===== src/hw/tmo_pkg.sv =====
// package: register map, field layout and reset values of the 16-bit timer/counter
package tmo_pkg;

  // ---------------------------------------------------------------
  // register byte offsets (one aligned 32-bit word each)
  // ---------------------------------------------------------------
  localparam logic [7:0] OFF_CTRL = 8'h00;
  localparam logic [7:0] OFF_LOW  = 8'h04;
  localparam logic [7:0] OFF_HIGH = 8'h08;
  localparam logic [7:0] OFF_STAT = 8'h0C;
  localparam logic [7:0] OFF_MASK = 8'h10;

  // ---------------------------------------------------------------
  // timer_one_control fields
  // ---------------------------------------------------------------
  localparam int unsigned BIT_RUN  = 0;
  localparam int unsigned BIT_SRC  = 1;
  localparam int unsigned BIT_SYNC = 2;
  localparam int unsigned BIT_OSC  = 3;
  localparam int unsigned BIT_PS   = 4;
  localparam int unsigned BIT_NONE = 6;
  localparam int unsigned BIT_WIDE = 7;

  localparam logic [7:0]  CTRL_RST   = 8'h00;
  localparam logic [7:0]  CTRL_WMASK = 8'hBF;

  // ---------------------------------------------------------------
  // counter, status and timing
  // ---------------------------------------------------------------
  localparam logic [15:0] CNT_RST     = 16'h0000;
  localparam logic [15:0] CNT_MAX     = 16'hFFFF;
  localparam logic [7:0]  HBUF_RST    = 8'h00;
  localparam int unsigned NUM_EVT     = 1;
  localparam int unsigned EVT_OVF     = 0;
  localparam logic [NUM_EVT-1:0] STAT_RST = 1'h0;
  localparam logic [NUM_EVT-1:0] MASK_RST = 1'h0;
  localparam int unsigned INSTR_DIV   = 4;
  localparam int unsigned PRE_W       = 3;

  // address match on the word index
  function automatic logic tmo_hit(input logic [7:0] adr, input logic [7:0] off);
    return adr[7:2] == off[7:2];
  endfunction

  // prescale code to terminal count: 00 -> 0, 01 -> 1, 10 -> 3, 11 -> 7
  function automatic logic [PRE_W-1:0] tmo_pre_last(input logic [1:0] code);
    return PRE_W'((4'h1 << code) - 4'h1);
  endfunction

endpackage


===== src/hw/tmo_core_if.sv =====
// interface: configuration, count tick and interrupt events between timer parts
`timescale 1ns/1ps
`default_nettype none
interface tmo_core_if #(parameter int unsigned N = 1);
  logic         src_ext;
  logic         sync_bypass;
  logic         osc_en;
  logic [1:0]   prescale;
  logic         pre_clear;
  logic         tick;
  logic [N-1:0] evt;
  logic [N-1:0] clr;
  logic [N-1:0] mask;
  logic [N-1:0] status;
  logic         irq;

  modport ctrl (output src_ext, sync_bypass, osc_en, prescale, pre_clear, evt, clr, mask,
                input  tick, status, irq);
  modport src  (input  src_ext, sync_bypass, osc_en, prescale, pre_clear, output tick);
  modport irqs (input  evt, clr, mask, output status, irq);
endinterface
`default_nettype wire


===== src/hw/tmo_clk_src.sv =====
// clock source select, external input synchroniser and input prescaler
`timescale 1ns/1ps
`default_nettype none
module tmo_clk_src
  import tmo_pkg::*;
#(
  parameter int unsigned DIV = INSTR_DIV
) (
  input  wire logic clk_i,
  input  wire logic rst_i,
  input  wire logic ext_clk_i,
  input  wire logic aux_osc_clk_i,
  tmo_core_if.src   core
);
  localparam int unsigned DW = (DIV > 1) ? $clog2(DIV) : 1;
  localparam logic [DW-1:0] DIV_LAST = DW'(DIV - 1);

  logic [DW-1:0]    div_r;
  logic             sync1_r;
  logic             sync2_r;
  logic             sync3_r;
  logic             raw_prev_r;
  logic [PRE_W-1:0] pre_r;
  logic             pin;
  logic             int_tick;
  logic             ext_edge;
  logic             base;

  // ---------------------------------------------------------------
  // instruction-cycle tick
  // ---------------------------------------------------------------
  always_ff @(posedge clk_i) begin
    if (rst_i || div_r == DIV_LAST) begin
      div_r <= '0;
    end else begin
      div_r <= div_r + DW'(1);
    end
  end
  assign int_tick = (div_r == DIV_LAST);

  // ---------------------------------------------------------------
  // external input: crystal pin when oscillator is on, else clock pin
  // ---------------------------------------------------------------
  assign pin = core.osc_en ? aux_osc_clk_i : ext_clk_i;

  always_ff @(posedge clk_i) begin
    if (rst_i) begin
      sync1_r    <= 1'b0;
      sync2_r    <= 1'b0;
      sync3_r    <= 1'b0;
      raw_prev_r <= 1'b0;
    end else begin
      sync1_r    <= pin;
      sync2_r    <= sync1_r;
      sync3_r    <= sync2_r;
      raw_prev_r <= pin;
    end
  end

  // bypass saves two cycles of latency, at the cost of no metastability guard
  assign ext_edge = core.sync_bypass ? (pin & ~raw_prev_r)
                                     : (sync2_r & ~sync3_r);
  assign base     = core.src_ext ? ext_edge : int_tick;

  // ---------------------------------------------------------------
  // prescaler
  // ---------------------------------------------------------------
  always_ff @(posedge clk_i) begin
    if (rst_i || core.pre_clear) begin
      pre_r <= '0;
    end else if (base) begin
      pre_r <= core.tick ? '0 : pre_r + PRE_W'(1);
    end
  end
  assign core.tick = base && (pre_r == tmo_pre_last(core.prescale));

  chk_pre_clear: assert property (@(posedge clk_i) disable iff (rst_i)
    core.pre_clear |=> pre_r == '0)
    else $error("prescaler not cleared");

  chk_tick_source: assert property (@(posedge clk_i) disable iff (rst_i)
    (!core.src_ext && !int_tick) |-> !core.tick)
    else $error("tick without instruction cycle");
endmodule
`default_nettype wire


===== src/hw/tmo_irq.sv =====
// sticky event status, write-one-to-clear, masked level interrupt
`timescale 1ns/1ps
`default_nettype none
module tmo_irq
  import tmo_pkg::*;
(
  input  wire logic clk_i,
  input  wire logic rst_i,
  tmo_core_if.irqs  core
);
  logic [NUM_EVT-1:0] status_r;
  logic [NUM_EVT-1:0] status_nxt;
  logic               irq_r;

  // set wins over a clear in the same cycle
  assign status_nxt = (status_r & ~core.clr) | core.evt;

  always_ff @(posedge clk_i) begin
    if (rst_i) begin
      status_r <= STAT_RST;
      irq_r    <= 1'b0;
    end else begin
      status_r <= status_nxt;
      irq_r    <= |(status_nxt & core.mask);
    end
  end

  assign core.status = status_r;
  assign core.irq    = irq_r;

  chk_evt_sticky: assert property (@(posedge clk_i) disable iff (rst_i)
    core.evt[EVT_OVF] |=> core.status[EVT_OVF])
    else $error("overflow event not latched");

  chk_irq_level: assert property (@(posedge clk_i) disable iff (rst_i)
    ##1 core.irq == |(core.status & $past(core.mask)))
    else $error("interrupt level does not match status and mask");
endmodule
`default_nettype wire


===== src/hw/tmo_timer.sv =====
// top: 16-bit timer/counter with classic Wishbone register slave
//
// The implementer's own choices: register access over Wishbone and the address map.
`timescale 1ns/1ps
`default_nettype none

// ---------------------------------------------------------------
// register map (32-bit words, data in bits 7:0, upper bits read 0)
// ---------------------------------------------------------------
//   0x00 timer_one_control  RW  7 wide_access_enable, 6 reads 0,
//        5:4 prescale_select, 3 aux_oscillator_enable,
//        2 external_sync_bypass, 1 clock_source_select, 0 counter_run
//   0x04 count_low_byte     RW
//   0x08 count_high_byte    RW  (buffer when wide access is on)
//   0x0C status             W1C bit 0 overflow_flag
//   0x10 interrupt mask     RW  bit 0
//   others: ack, read 0, write ignored

module tmo_timer
  import tmo_pkg::*;
#(
  parameter int unsigned DIV = INSTR_DIV
) (
  input  wire logic        clk_i,
  input  wire logic        rst_i,
  input  wire logic        wb_cyc_i,
  input  wire logic        wb_stb_i,
  input  wire logic        wb_we_i,
  input  wire logic [7:0]  wb_adr_i,
  input  wire logic [3:0]  wb_sel_i,
  input  wire logic [31:0] wb_dat_i,
  output logic      [31:0] wb_dat_o,
  output logic             wb_ack_o,
  input  wire logic        ext_clk_i,
  input  wire logic        aux_osc_clk_i,
  input  wire logic        special_event_i,
  output logic             aux_osc_en_o,
  output logic             irq_o
);

  // ---------------------------------------------------------------
  // state
  // ---------------------------------------------------------------
  logic [7:0]         ctrl_r;
  logic [15:0]        count_r;
  logic [15:0]        count_nxt;
  logic [7:0]         hbuf_r;
  logic [NUM_EVT-1:0] mask_r;
  logic               ack_r;
  logic [31:0]        dat_r;
  logic [7:0]         rd_data;

  tmo_core_if #(.N(NUM_EVT)) core ();

  // ---------------------------------------------------------------
  // bus decode
  // ---------------------------------------------------------------
  logic       acc;
  logic       wr;
  logic       rd;
  logic [7:0] wdat;
  logic       wide;
  logic       run;
  logic       wr_ctrl;
  logic       wr_low;
  logic       wr_high;
  logic       wr_stat;
  logic       wr_mask;
  logic       rd_low;
  logic       cnt_wr;
  logic       ovf;

  // the access is served in the cycle before ack, so ack comes one edge later
  assign acc     = wb_cyc_i && wb_stb_i && !ack_r;
  assign wr      = acc && wb_we_i && wb_sel_i[0];
  assign rd      = acc && !wb_we_i;
  assign wdat    = wb_dat_i[7:0];
  assign wide    = ctrl_r[BIT_WIDE];
  assign run     = ctrl_r[BIT_RUN];
  assign wr_ctrl = wr && tmo_hit(wb_adr_i, OFF_CTRL);
  assign wr_low  = wr && tmo_hit(wb_adr_i, OFF_LOW);
  assign wr_high = wr && tmo_hit(wb_adr_i, OFF_HIGH);
  assign wr_stat = wr && tmo_hit(wb_adr_i, OFF_STAT);
  assign wr_mask = wr && tmo_hit(wb_adr_i, OFF_MASK);
  assign rd_low  = rd && tmo_hit(wb_adr_i, OFF_LOW);
  // in wide mode a high write only fills the buffer
  assign cnt_wr  = wr_low || (wr_high && !wide);

  // ---------------------------------------------------------------
  // control register
  // ---------------------------------------------------------------
  always_ff @(posedge clk_i) begin
    if (rst_i) begin
      ctrl_r <= CTRL_RST;
    end else if (wr_ctrl) begin
      ctrl_r <= wdat & CTRL_WMASK;
    end
  end

  assign core.src_ext     = ctrl_r[BIT_SRC];
  assign core.sync_bypass = ctrl_r[BIT_SYNC];
  assign core.osc_en      = ctrl_r[BIT_OSC];
  assign core.prescale    = ctrl_r[BIT_PS +: 2];
  assign core.pre_clear   = wr_low;
  assign aux_osc_en_o     = ctrl_r[BIT_OSC];

  // ---------------------------------------------------------------
  // counter: write, then trigger, then count
  // ---------------------------------------------------------------
  always_comb begin
    count_nxt = count_r;
    // write branch first so a coincident trigger is dropped
    if (wr_low) begin
      count_nxt = wide ? {hbuf_r, wdat} : {count_r[15:8], wdat};
    end else if (wr_high && !wide) begin
      count_nxt = {wdat, count_r[7:0]};
    end else if (special_event_i) begin
      count_nxt = CNT_RST;
    end else if (run && core.tick) begin
      count_nxt = count_r + 16'h0001;
    end
  end

  always_ff @(posedge clk_i) begin
    if (rst_i) begin
      count_r <= CNT_RST;
    end else begin
      count_r <= count_nxt;
    end
  end

  // trigger resets never raise the flag; only a real wrap does
  assign ovf = run && core.tick && count_r == CNT_MAX && !cnt_wr
               && !special_event_i;

  // ---------------------------------------------------------------
  // high byte buffer for wide access
  // ---------------------------------------------------------------
  always_ff @(posedge clk_i) begin
    if (rst_i) begin
      hbuf_r <= HBUF_RST;
    end else if (wide && wr_high) begin
      hbuf_r <= wdat;
    end else if (wide && rd_low) begin
      hbuf_r <= count_r[15:8];
    end
  end

  // ---------------------------------------------------------------
  // interrupt status and mask
  // ---------------------------------------------------------------
  always_ff @(posedge clk_i) begin
    if (rst_i) begin
      mask_r <= MASK_RST;
    end else if (wr_mask) begin
      mask_r <= wdat[NUM_EVT-1:0];
    end
  end

  assign core.evt  = NUM_EVT'(ovf) << EVT_OVF;
  assign core.clr  = wr_stat ? wdat[NUM_EVT-1:0] : '0;
  assign core.mask = mask_r;
  assign irq_o     = core.irq;

  tmo_irq u_irq (
    .clk_i (clk_i),
    .rst_i (rst_i),
    .core  (core.irqs)
  );

  tmo_clk_src #(.DIV(DIV)) u_src (
    .clk_i         (clk_i),
    .rst_i         (rst_i),
    .ext_clk_i     (ext_clk_i),
    .aux_osc_clk_i (aux_osc_clk_i),
    .core          (core.src)
  );

  // ---------------------------------------------------------------
  // read mux and bus answer
  // ---------------------------------------------------------------
  always_comb begin
    rd_data = 8'h00;
    if (tmo_hit(wb_adr_i, OFF_CTRL)) begin
      rd_data = ctrl_r;
    end else if (tmo_hit(wb_adr_i, OFF_LOW)) begin
      rd_data = count_r[7:0];
    end else if (tmo_hit(wb_adr_i, OFF_HIGH)) begin
      rd_data = wide ? hbuf_r : count_r[15:8];
    end else if (tmo_hit(wb_adr_i, OFF_STAT)) begin
      rd_data = 8'(core.status);
    end else if (tmo_hit(wb_adr_i, OFF_MASK)) begin
      rd_data = 8'(mask_r);
    end
  end

  always_ff @(posedge clk_i) begin
    if (rst_i) begin
      ack_r <= 1'b0;
    end else begin
      ack_r <= acc;
    end
  end

  always_ff @(posedge clk_i) begin
    if (rst_i) begin
      dat_r <= 32'h0000_0000;
    end else if (rd) begin
      dat_r <= {24'h00_0000, rd_data};
    end
  end

  assign wb_ack_o = ack_r;
  assign wb_dat_o = dat_r;

  // ---------------------------------------------------------------
  // checks
  // ---------------------------------------------------------------
  chk_run_hold: assert property (@(posedge clk_i) disable iff (rst_i)
    (!run && !cnt_wr && !special_event_i) |=> count_r == $past(count_r))
    else $error("counter moved while stopped");

  chk_event_clear: assert property (@(posedge clk_i) disable iff (rst_i)
    (special_event_i && !cnt_wr) |=> count_r == CNT_RST)
    else $error("special event did not clear counter");

  chk_write_wins: assert property (@(posedge clk_i) disable iff (rst_i)
    (special_event_i && wr_low) |=> count_r[7:0] == $past(wdat))
    else $error("trigger overrode software write");

  chk_ctrl_bit6: assert property (@(posedge clk_i) disable iff (rst_i)
    wr_ctrl |=> ctrl_r[BIT_NONE] == 1'b0 && ctrl_r[BIT_RUN] == $past(wdat[BIT_RUN]))
    else $error("control bit 6 or run bit wrong after write");

  chk_wide_latch: assert property (@(posedge clk_i) disable iff (rst_i)
    (wide && rd_low) |=> hbuf_r == $past(count_r[15:8]))
    else $error("high byte not buffered on low read");

  chk_wide_load: assert property (@(posedge clk_i) disable iff (rst_i)
    (wide && wr_low) |=> count_r == {$past(hbuf_r), $past(wdat)})
    else $error("wide low write did not load both bytes");

  chk_osc_enable: assert property (@(posedge clk_i) disable iff (rst_i)
    wr_ctrl |=> aux_osc_en_o == $past(wdat[BIT_OSC]))
    else $error("oscillator enable does not follow control bit");

  chk_wrap_flag: assert property (@(posedge clk_i) disable iff (rst_i)
    ovf |=> count_r == CNT_RST ##1 core.status[EVT_OVF])
    else $error("wrap did not zero counter and set flag");

  chk_bus_ack: assert property (@(posedge clk_i) disable iff (rst_i)
    (wb_cyc_i && wb_stb_i && !ack_r) |=> ack_r ##1 !ack_r)
    else $error("ack not a single cycle after request");

endmodule
`default_nettype wire

===== config.mk =====
export PLATFORM = sky130hd
export DESIGN_NAME = tmo_timer
export DESIGN_NICKNAME = d
export VERILOG_FILES = /design/src/hw/tmo_pkg.sv /design/src/hw/tmo_core_if.sv /design/src/hw/tmo_clk_src.sv /design/src/hw/tmo_irq.sv /design/src/hw/tmo_timer.sv
export SDC_FILE = /design/constraint.sdc
export NUM_CORES = 1
export LEC_CHECK = 0
export ABC_AREA = 0
export BUFFER_PORTS_ARGS = -buffer_cell sky130_fd_sc_hd__buf_2
export CORE_UTILIZATION = 30
export DETAILED_ROUTE_END_ITERATION = 12
export GPL_TIMING_DRIVEN = 0
export SETUP_SLACK_MARGIN = 0.2
export SKIP_LAST_GASP = 1
export SLEW_MARGIN = 25
export SYNTH_ARGS = -nofsm -noshare
export SYNTH_HDL_FRONTEND = slang
export SYNTH_HIERARCHICAL = 1
export SYNTH_SLANG_ARGS = --single-unit

===== constraint.sdc =====
create_clock -name clk_i -period 5.8 [get_ports clk_i]
set_clock_uncertainty 0.05 [all_clocks]
set_input_delay 1.74 -clock clk_i [delete_from_list [all_inputs] [get_ports clk_i]]
set_output_delay 1.74 -clock clk_i [all_outputs]
set_load 0.02 [all_outputs]

# Word-level counts from Yosys, hierarchy flattened
# Cells that the tools add are included.
dict set report op_classes {
  n_addsub 4
  eq_ne 9
  shifts 1
  n_mux 18
  n_bitwise 8
  reduce_logical 33
}
# op count
set op_table {}
lappend op_table {{2-to-1 mux 16 bit} 5}
lappend op_table {{2-to-1 mux 8 bit} 6}
lappend op_table {{logical AND 1 bit} 19}
lappend op_table {{adder 16 x 1 -> 16 bit (second input constant)} 1}
lappend op_table {{== test 16 bit (second input constant)} 1}
lappend op_table {{== test 6 x 2 -> 1 bit (second input constant)} 2}
lappend op_table {{== test 6 x 1 -> 1 bit (second input constant)} 1}
lappend op_table {{== test 6 x 3 -> 1 bit (second input constant)} 1}
lappend op_table {{logical NOT 6 bit} 1}
lappend op_table {{2-to-1 mux 1 bit} 6}
lappend op_table {{logical NOT 1 bit} 5}
lappend op_table {{bitwise AND 1 bit} 4}
lappend op_table {{AND reduction 2 bit} 2}
lappend op_table {{nonzero test 4 bit} 1}
lappend op_table {{adder 3 x 1 -> 3 bit (second input constant)} 1}
lappend op_table {{== test 3 bit} 1}
lappend op_table {{logical OR 1 bit} 3}
lappend op_table {{2-to-1 mux 3 bit} 1}
lappend op_table {{inverter 1 bit} 3}
lappend op_table {{nonzero test 3 bit} 1}
lappend op_table {{left shift 1 x 2 -> 3 bit (first input constant)} 1}
lappend op_table {{subtractor 3 x 1 -> 3 bit (second input constant)} 1}
lappend op_table {{adder 2 x 1 -> 2 bit (second input constant)} 1}
lappend op_table {{== test 2 bit (second input constant)} 1}
lappend op_table {{4 further kinds} 4}
dict set report totals {
  reg_bits 51
  inputBits 52
  output_inout_bits 35
}

# Logic depth before layout (Yosys ltp)
# Gate-level depths: netlist (run 1).
dict set report depth {
  word_depth 12
  depth_mapped 8
}

# Hierarchy
# Netlist (run 1), hierarchy kept.
# mod instances cells_each area_per_inst_um2
set modules_own_cells {}
lappend modules_own_cells {tmo_timer 1 353 2802.7}
lappend modules_own_cells {tmo_clk_src 1 42 401.6}
lappend modules_own_cells {tmo_irq 1 7 73.8}

# Worst setup path before layout (run 1)
# Ideal clock, no wire load.
dict set report synth_timing {
  path_type {input port to flip-flop}
  from {in wb_adr_i[3]}
  to {reg count_r[1]}
  setup_ns 0.133
  arrival_time_ns 3.467
  t_required_ns 5.617
  slack_ns 2.150
  stages 7
  n_path_buf 2
  path_cell_list {buf_4 -> or4b_4 -> a2111oi_4 -> nor2_2 -> buf_2 -> a221oi_2 -> nor3_1}
}
dict set report synth_via {
  elab_chain_cells 5
  word_cells_on_any_way 9
}
# element line
set synth_rtl {}
lappend synth_rtl {{start, declared} tmo_timer.sv:29} ;# input wire logic [7:0] wb_adr_i,
lappend synth_rtl {{== test 6 x 2 -> 1 bit} tmo_pkg.sv:42} ;# return adr[7:2] == off[7:2];
lappend synth_rtl {{logical AND 1 bit} tmo_timer.sv:82} ;# assign wr_high = wr && tmo_hit(wb_adr_i, OFF_HIGH);
lappend synth_rtl {{logical AND 1 bit} tmo_timer.sv:115} ;# end else if (wr_high && !wide) begin
lappend synth_rtl {{inequality test 2 x 1 -> 1 bit (no source line)} --}
lappend synth_rtl {{AND reduction 2 bit (no source line)} --}
lappend synth_rtl {{end signal, assigned} tmo_timer.sv:128} ;# count_r <= count_nxt;
lappend synth_rtl {{end, declared} tmo_timer.sv:45} ;# logic [15:0] count_r;
# Parallel ways exist; a longest one is shown, timed or not.
# A chain may end at the register's enable or synchronous reset.

# Final worst setup path (run 1)
dict set report layout_timing {
  from {in wb_adr_i[2]}
  to {reg count_r[7]}
}
# The elaborated chain is that of the path after synthesis.

==> results.cfg, run 1 <==
[yosys]
netlist_area_sq_um = 3280
syn-instance-count = 402
avgSynthCellArea_sq_um = 8.15
synthArstFlopShare_pct = 0
ys_ff_latch = 51
synth_edf_count = 0
synth_warnings = 6
synth_commonest_cells = 51 x dfxtp_1, 37 x nor2_1, 33 x a21oi_1
synth_top_area_share_pct = 31.1
synth_most_common_cell = dfxtp_1
synth.area.top_cells = dfxtp_1 31%, buf_4 6.0%, a21oi_1 5.0%
synth_ff_type = dfxtp_1
synth_cell_type_count = 70
ys_seq_area_share_pct = 31.1
yosysTopAreaCell = dfxtp_1

[cells_and_area]
seq_area_sq_um = 1020
areaGrowthSynthToFinish_pct = 15.6
multi_input_area_sq_um = 2010
layout.nets = 519
instances_no_fill = 601
nFillCells = 1139
drive_gt1_share_pct = 18.9
antenna_cells = 0

[place]
port_buffers = 32
gp_congestion = 0.921
place_inst = 593
dpl.hpwl_um = 7690
dp_slack_ns = 1.68

[clock_tree]
cts_repair_resize_count = 0
cts.htree.levels = 2
numCtsBuffers = 5
root_buffer = clkbuf_8
cts.sinks = 51
cts_tree = done
ctsHoldBuffers = 0
clockBufferDepth = 2
clk_latency_ns = 0.33
clk_pin_slew_ns = 0.10
postCtsSetupBuffers = 0

[outcome]
status = finished clean

[global_route]
grt_max_degree = 19
met1_usage_pct = 25.8
overflow = 0
use_met3_pct = 2.70
track_usage_pct = 18.3
grt_pass1_vias = 2986
grt_first_pass_wirelength_um = 16200
grt.busiest_layer = met2
antenna_found_initial = 0
met2_usage_pct = 28.6

[critical_path]
crit_chain = buf_2 > buf_4 > or3b_2 > a2111oi_4 > nor2_2 > buf_2 > a22oi_1 > o32ai_1
required_ns = 5.94
slowest_stage = a2111oi_4
cp_top_family = compound AO/OA/AOI/OAI gates
worst-setup-path-type = input pin to flop
slowest_delay_ns = 0.81
cp.arrival_ns = 4.01
critPathMostFrequentCell = buf_2
cp_max_fo = 10
critPathBufInv = 3
crit_path_start_kind = input pin
cp-end-kind = flop

[min_path]
min_path_type = flop to flop

[die]
die_w_um = 107
rows = 37
core_sq_um = 10500
die_area_sq_um = 11300
die_y_um = 107
ios = 87
initial_utilization_pct = 31.3

[sta]
final.min_clock_period_ns = 3.87
maxSlewViolCount = 0
setup-violations-final = 0
post-route-period-util_pct = 66.6
setup_slack_ns = 1.93
hold_viol = 0
rsz0062_at_grt = false
relSlewSlack_pct = 40.7
tightestPinTransition_ns = 0.890
fmax_ghz = 0.259
setup_tns_ns = 0

[pwr]
p_leak_nw = 1.29
irDropWorstVdd_v = 0.000117
power.density_nw_per_um2 = 184

[route]
drtIter0Drc = 368
routed_wl_um = 10100
via_per_inst = 5.57
via_count = 3349
wl_per_cell_um = 16.8
dr.pass1.iters = 5
drtAntennaViolNets = 0
drc = 0

[job]
drv_cap = 0
[logic make-up (layout without fill, tap and decap cells)]
family          after synthesis  count (layout)  synth area share [%]
simple gates                157             157                  26.9
other cells                   1              24                 0.114
buf+inv                      61             101                  10.0
mux                          16              16                  4.92
compound gates              111             111                  25.2
flops                        51              51                  31.1
fa+ha+maj                     3               3                  1.15
xor+xnor                      2               2                 0.534
[cell type report]
type | count | area share [%]
tap | 136 | 4.49
timing repair buffer | 32 | 4.22
sequential | 51 | 26.9
clock buffer | 5 | 1.82
clock inverter | 3 | 0.726
inverter | 13 | 1.29
multi-input combinational | 313 | 53.1
buffer | 48 | 7.39
[report_power, final]
group / internal, mW / switching, mW / leakage, nW
clock: 0.0898 / 0.138 / 0.0467
sequential: 0.357 / 0.00607 / 0.413
combinational: 0.0385 / 0.0683 / 0.832
[final timing paths]
| check | from | end | slack (ns) | cells past startpoint |
|---|---|---|---|---|
| setup / recovery | wb_adr_i[2] | count_r[7] | 1.93 | 8 |
| hold / removal | u_src/div_r[0] | u_src/div_r[0] | 0.38 | 1 |
| setup reg to reg | ctrl_r[7] | count_r[7] | 3.08 | 6 |
| hold reg to reg | u_src/div_r[0] | u_src/div_r[0] | 0.38 | 1 |
[metrics by stage]
| step | cell area (sq um) | util [%] | total power [mW] | hold slack [ns] |
|---|---|---|---|---|
| CTS | 3790 | 36.2 | 0.703 | 0.386 |
| global placement | 3690 | 35.3 | 0.476 | 0.357 |
| global route | 3790 | 36.2 | 0.734 | 0.408 |
| detailed placement | 3690 | 35.3 | 0.477 | 0.369 |
| floorplan | 3360 | - | 0.444 | 0.346 |
| finish | 3790 | 36.2 | 0.699 | 0.381 |
[state kept, by name, summed over array words and instances (netlist names)]
signal             count
count_r               16
hbuf_r                 8
wb_dat_o               8
ctrl_r                 7
u_src/pre_r            3
u_src/div_r            2
core.mask              1
u_irq/core.irq         1
u_irq/core.status      1
u_src/raw_prev_r       1
u_src/sync2_r          1
u_src/sync3_r          1
wb_ack_o               1
[placed cells by master (no fill, tap or decap), types with 9 or more instances in the layout]
cell type,count
clkbuf_1,18
dfxtp_1,51
buf_4,26
a211oi_1,11
mux2i_1,15
nand3_1,12
nor3_1,15
a221oi_1,9
a21oi_1,33
nand4_1,11
nand2_1,24
buf_2,34
a22oi_1,12
conb_1,24
inv_1,12
nor2_1,37
[routing by layer]
metal | part of all wire [%] | vias up
met3 | 8.0 | 16
met5 | 0 | -
met1 | 46 | 1561
met4 | 1.6 | 0
met2 | 45 | 170
li1 | - | 1602
No activity file was read; power rests on OpenSTA's default activity.
==> run 2: changes to the inputs <==
clock period = 3.2 ns   (was 5.8 ns; I/O delays follow)
==> run 2 against run 1 <==
Wire length is 0.11% lower. Global-route usage hardly changed. Die area stayed put. Via count is 0.30% lower. Total power is 82% higher. Critical endpoint is now count_r[0]. Sequential cell count stayed put.
==> results.cfg, run 2 (same netlist as run 1, synthesis figures left out) <==
[clock_tree]
clk_latency_ns = 0.33
cts_tree = done
clk_pin_slew_ns = 0.10
numCtsBuffers = 5
clockBufferDepth = 2
cts.htree.levels = 2
cts.sinks = 51
root_buffer = clkbuf_8
ctsHoldBuffers = 0

[die]
die_w_um = 107
ios = 87
initial_utilization_pct = 31.3
rows = 37
die_area_sq_um = 11300
core_sq_um = 10500
die_y_um = 107

[sta]
post-route-period-util_pct = 87.5
relSlewSlack_pct = 46.8
setup-violations-final = 0
final.min_clock_period_ns = 2.80
hold_viol = 0
tightestPinTransition_ns = 0.794
rsz0062_at_grt = false
maxSlewViolCount = 0
setup_slack_ns = 0.401
fmax_ghz = 0.357

[place]
dpl.hpwl_um = 7690
dp_slack_ns = -0.141
gp_congestion = 0.921
place_area_sq_um = 3690
port_buffers = 32

[cells_and_area]
largest_register = count_r
antenna_cells = 0
seq_area_sq_um = 1020
layout.nets = 522
largest_register_ffs = 16
drive_gt1_share_pct = 19.9
utilization_pct = 36.6
final_cell_mix = 51 x dfxtp_1, 37 x nor2_1, 34 x buf_2, 33 x a21oi_1, 29 x buf_4
nFillCells = 1128
areaGrowthSynthToFinish_pct = 16.8
final_area_sq_um = 3830
final_common_cell = dfxtp_1
multi_input_area_sq_um = 2030

[critical_path]
worst-setup-path-type = input pin to flop
crit_path_start_kind = input pin
cp_max_fo = 10
required_ns = 3.33
rr_worst_depth = 7
cp-end-kind = flop
cp.arrival_ns = 2.93

[route]
drc = 0
drtAntennaViolNets = 0
dr_wl_met2_um = 4500
route.met3.wl_um = 764
via_per_inst = 5.53
via_count = 3339
met1_length_um = 4640
drtIter0Drc = 425
routed_wl_um = 10100
highest_layer = met4
wl_per_cell_um = 16.7
dr.pass1.iters = 5

[outcome]
status = finished clean

[min_path]
hold_path_depth = 1
min_path_type = flop to flop

[global_route]
track_usage_pct = 18.2
grt_max_degree = 19
grt_first_pass_wirelength_um = 16200
overflow = 0
antenna_found_initial = 0
grt_pass1_vias = 3010

[job]
drv_cap = 0

[pwr]
power.density_nw_per_um2 = 332
p_leak_nw = 1.32
irDropWorstVdd_v = 0.000212
run 2: cell types whose count changed in the layout (fill, tap and decap cells not counted), sizes merged:
cell	delta
buf	+2
clkbuf	+1
run 2: routing by layer:
metal / GRT usage, % / vias to the layer above
met5: 0 / -
li1: - / 1602
met3: 2.39 / 20
met1: 25.9 / 1555
met4: 5.28 / 0
met2: 28.6 / 162
run 2: timing repair:
action,in CTS,in global routing
cloned,0,0
setup buffers,3,0
endpoints found under the setup margin,1,11
pin swaps,1,0
endpoints found under the hold margin,0,0
gates resized for setup,0,3
run 2: layout make-up:
cell class / instances / share of cell area, %
plain buffers: 48 / 7.35
clock inverters: 3 / 0.719
inverters: 13 / 1.27
well taps: 136 / 4.44
repair buffers: 35 / 4.77
flip-flops and latches: 51 / 26.7
multi-input cells: 313 / 53.0
clock buffers: 5 / 1.80
run 2: report_power, final:
part	total [mW]	internal, mW	switching [mW]
sequential	0.659	0.648	0.0111
clock	0.416	0.163	0.253
combinational	0.195	0.0702	0.125
run 2: worst paths after layout:
kind,startpoint,end,slack [ns]
setup / recovery,wb_adr_i[4],count_r[0],0.40
hold / removal,u_src/div_r[0],u_src/div_r[0],0.38
setup reg to reg,ctrl_r[3],count_r[6],0.74
hold reg to reg,u_src/div_r[0],u_src/div_r[0],0.38
run 2: metrics by stage:
step                TNS, ns  cells  hold WS (ns)  power (mW)
detailed placement   -0.852    593         0.369       0.865
CTS                       0    604         0.386        1.27
floorplan                 0    425         0.346       0.804
global placement     -0.761    593         0.357       0.862
global route              0    604         0.408        1.33
finish                    0    604         0.380        1.27
run 2: worst max-delay path, stage by stage:
cell and delay, ns:
buf_2 0.11, clkbuf_1 0.21, nor3b_1 0.34, nand4_1 0.31, inv_2 0.28, o21ai_1 0.30, a221oi_1 0.32, a211oi_1 0.08
==> run 3: changes to the inputs <==
CORE_MARGIN = 5   (was unset)
==> run 3 against run 2 <==
Global-route usage is 2.0 points lower. Critical path depth is 1 lower. Non-clock buffer count is the same. Final cell count grew 0.66%. Maximum frequency is 2.3% lower. Die area is 16% higher. Core utilization down 1.0 points. Worst hold slack better by 0.0032 ns. Count of clock-buffer cells in the layout did not move. Sequential share of layout area decreased by 0.070 points. Sequential cell count did not move.
==> results.cfg, run 3 (same netlist as run 1, synthesis figures left out) <==
[pwr]
pwr-share-seq_pct = 51.6
p_switching_uw = 398
p_sw_share_pct = 31.1
p_int_uw = 881
p_clk_share_pct = 32.9
irDropWorstVdd_v = 0.000170
comb_power_share_pct = 15.5
power.density_nw_per_um2 = 333
p_leak_nw = 1.32
totalPowerFinal_mw = 1.28

[critical_path]
crit_path_start_kind = input pin
slowest_stage = nor4_2
slowest_delay_ns = 0.61
cp_max_fo = 10
cp-end-kind = flop
cp_top_family = simple AND/OR/NAND/NOR gates
critPathBufInv = 2
cp.arrival_ns = 3.05
crit_chain = buf_2 > buf_4 > nor4_2 > nand4_1 > o21ai_1 > a221oi_1 > a211oi_1
required_ns = 3.39
worst-setup-path-type = input pin to flop

[sta]
hold_viol = 0
setup-violations-final = 0
final.min_clock_period_ns = 2.87
relSlewSlack_pct = 47.7
maxSlewViolCount = 0
post-route-period-util_pct = 89.5
holdWs_ns = 0.383
tightestPinTransition_ns = 0.780
rsz0062_at_grt = true
fmax_ghz = 0.349

[route]
route.met3.wl_um = 852
drc = 0
met1_length_um = 4790
drtAntennaViolNets = 0
via_per_inst = 5.57
dr_wl_met2_um = 4870
via_count = 3385
dr.pass1.iters = 5
routed_wl_um = 10800
highest_layer = met4
wl_per_cell_um = 17.7
drtIter0Drc = 380

[clock_tree]
ctsHoldBuffers = 0
numCtsBuffers = 5
cts.sinks = 51
clockBufferDepth = 2
clk_latency_ns = 0.32
cts_tree = done
cts.htree.levels = 2
root_buffer = clkbuf_8
clk_pin_slew_ns = 0.11

[place]
dpl.hpwl_um = 8230
gp_congestion = 0.949
port_buffers = 32

[job]
drv_cap = 0

[die]
rows = 38
die_area_sq_um = 13100
core_sq_um = 10800
die_y_um = 115
die_w_um = 115
initial_utilization_pct = 30.4
ios = 87

[outcome]
status = finished clean

[min_path]
min_path_type = flop to flop

[cells_and_area]
final_common_cell = dfxtp_1
largest_register_ffs = 16
utilization_pct = 35.6
drive_gt1_share_pct = 20.1
final_cell_mix = 51 x dfxtp_1, 37 x nor2_1, 34 x buf_2, 33 x a21oi_1, 29 x buf_4
antenna_cells = 0
areaGrowthSynthToFinish_pct = 17.1
largest_register = count_r
layout.nets = 522

[global_route]
grt_pass1_vias = 3164
overflow = 0
grt_first_pass_wirelength_um = 16900
track_usage_pct = 16.2
antenna_found_initial = 0
grt_max_degree = 19
run 3: routing by layer:
metal | global-route usage [%] | up-vias
met1 | 22.4 | 1602
li1 | - | 1605
met4 | 5.15 | 0
met2 | 26.4 | 159
met3 | 1.85 | 19
met5 | 0 | -
run 3: layout make-up:
class / instances / area, sq um
Tap cell: 140 / 175
Sequential cell: 51 / 1020
Clock inverter: 3 / 27.5
Multi-Input combinational cell: 313 / 2030
Fill cell: 1140 / 6950
Clock buffer: 5 / 68.8
Timing Repair Buffer: 35 / 183
Inverter: 13 / 48.8
Buffer: 48 / 282
run 3: final timing paths:
path,from,end,slack (ns),depth (start not counted)
hold / removal,u_src/div_r[0],u_src/div_r[0],0.38,1
setup / recovery,wb_adr_i[2],count_r[0],0.33,7
setup reg to reg,ctrl_r[3],count_r[0],0.67,7
hold reg to reg,u_src/div_r[0],u_src/div_r[0],0.38,1
run 3: worst register-to-register path: cells and delay by family, from the launching register on:
family	cells	cell delay [ns]
multiplexers	1	0.32
flip-flops	1	0.42
AO/OA/AOI/OAI	6	1.66
run 3: power groups by stage:
stage                     Clock, mW  Sequential [mW]  Combinational [mW]
after global placement            0            0.673               0.191
final                         0.421            0.660               0.198
after detailed placement          0            0.674               0.193
after floorplan                   0            0.677               0.127
after CTS                     0.427            0.659               0.194
after global routing          0.450            0.662               0.213
run 3: repair_timing:
item,CTS,global route
resized for setup,0,4
endpoints found under the setup margin,6,13
setup buffers,3,0
pin swaps,1,1
cloned,0,0
run 3: metrics by stage:
step | TNS, ns | instance area [sq um] | instances | worst slack, ns
floorplan | 0 | 3360 | 425 | 0.330
global placement | -1.22 | 3700 | 597 | -0.143
detailed placement | -1.52 | 3700 | 597 | -0.182
CTS | 0 | 3820 | 608 | 0.227
global route | 0 | 3840 | 608 | 0.188
finish | 0 | 3840 | 608 | 0.335
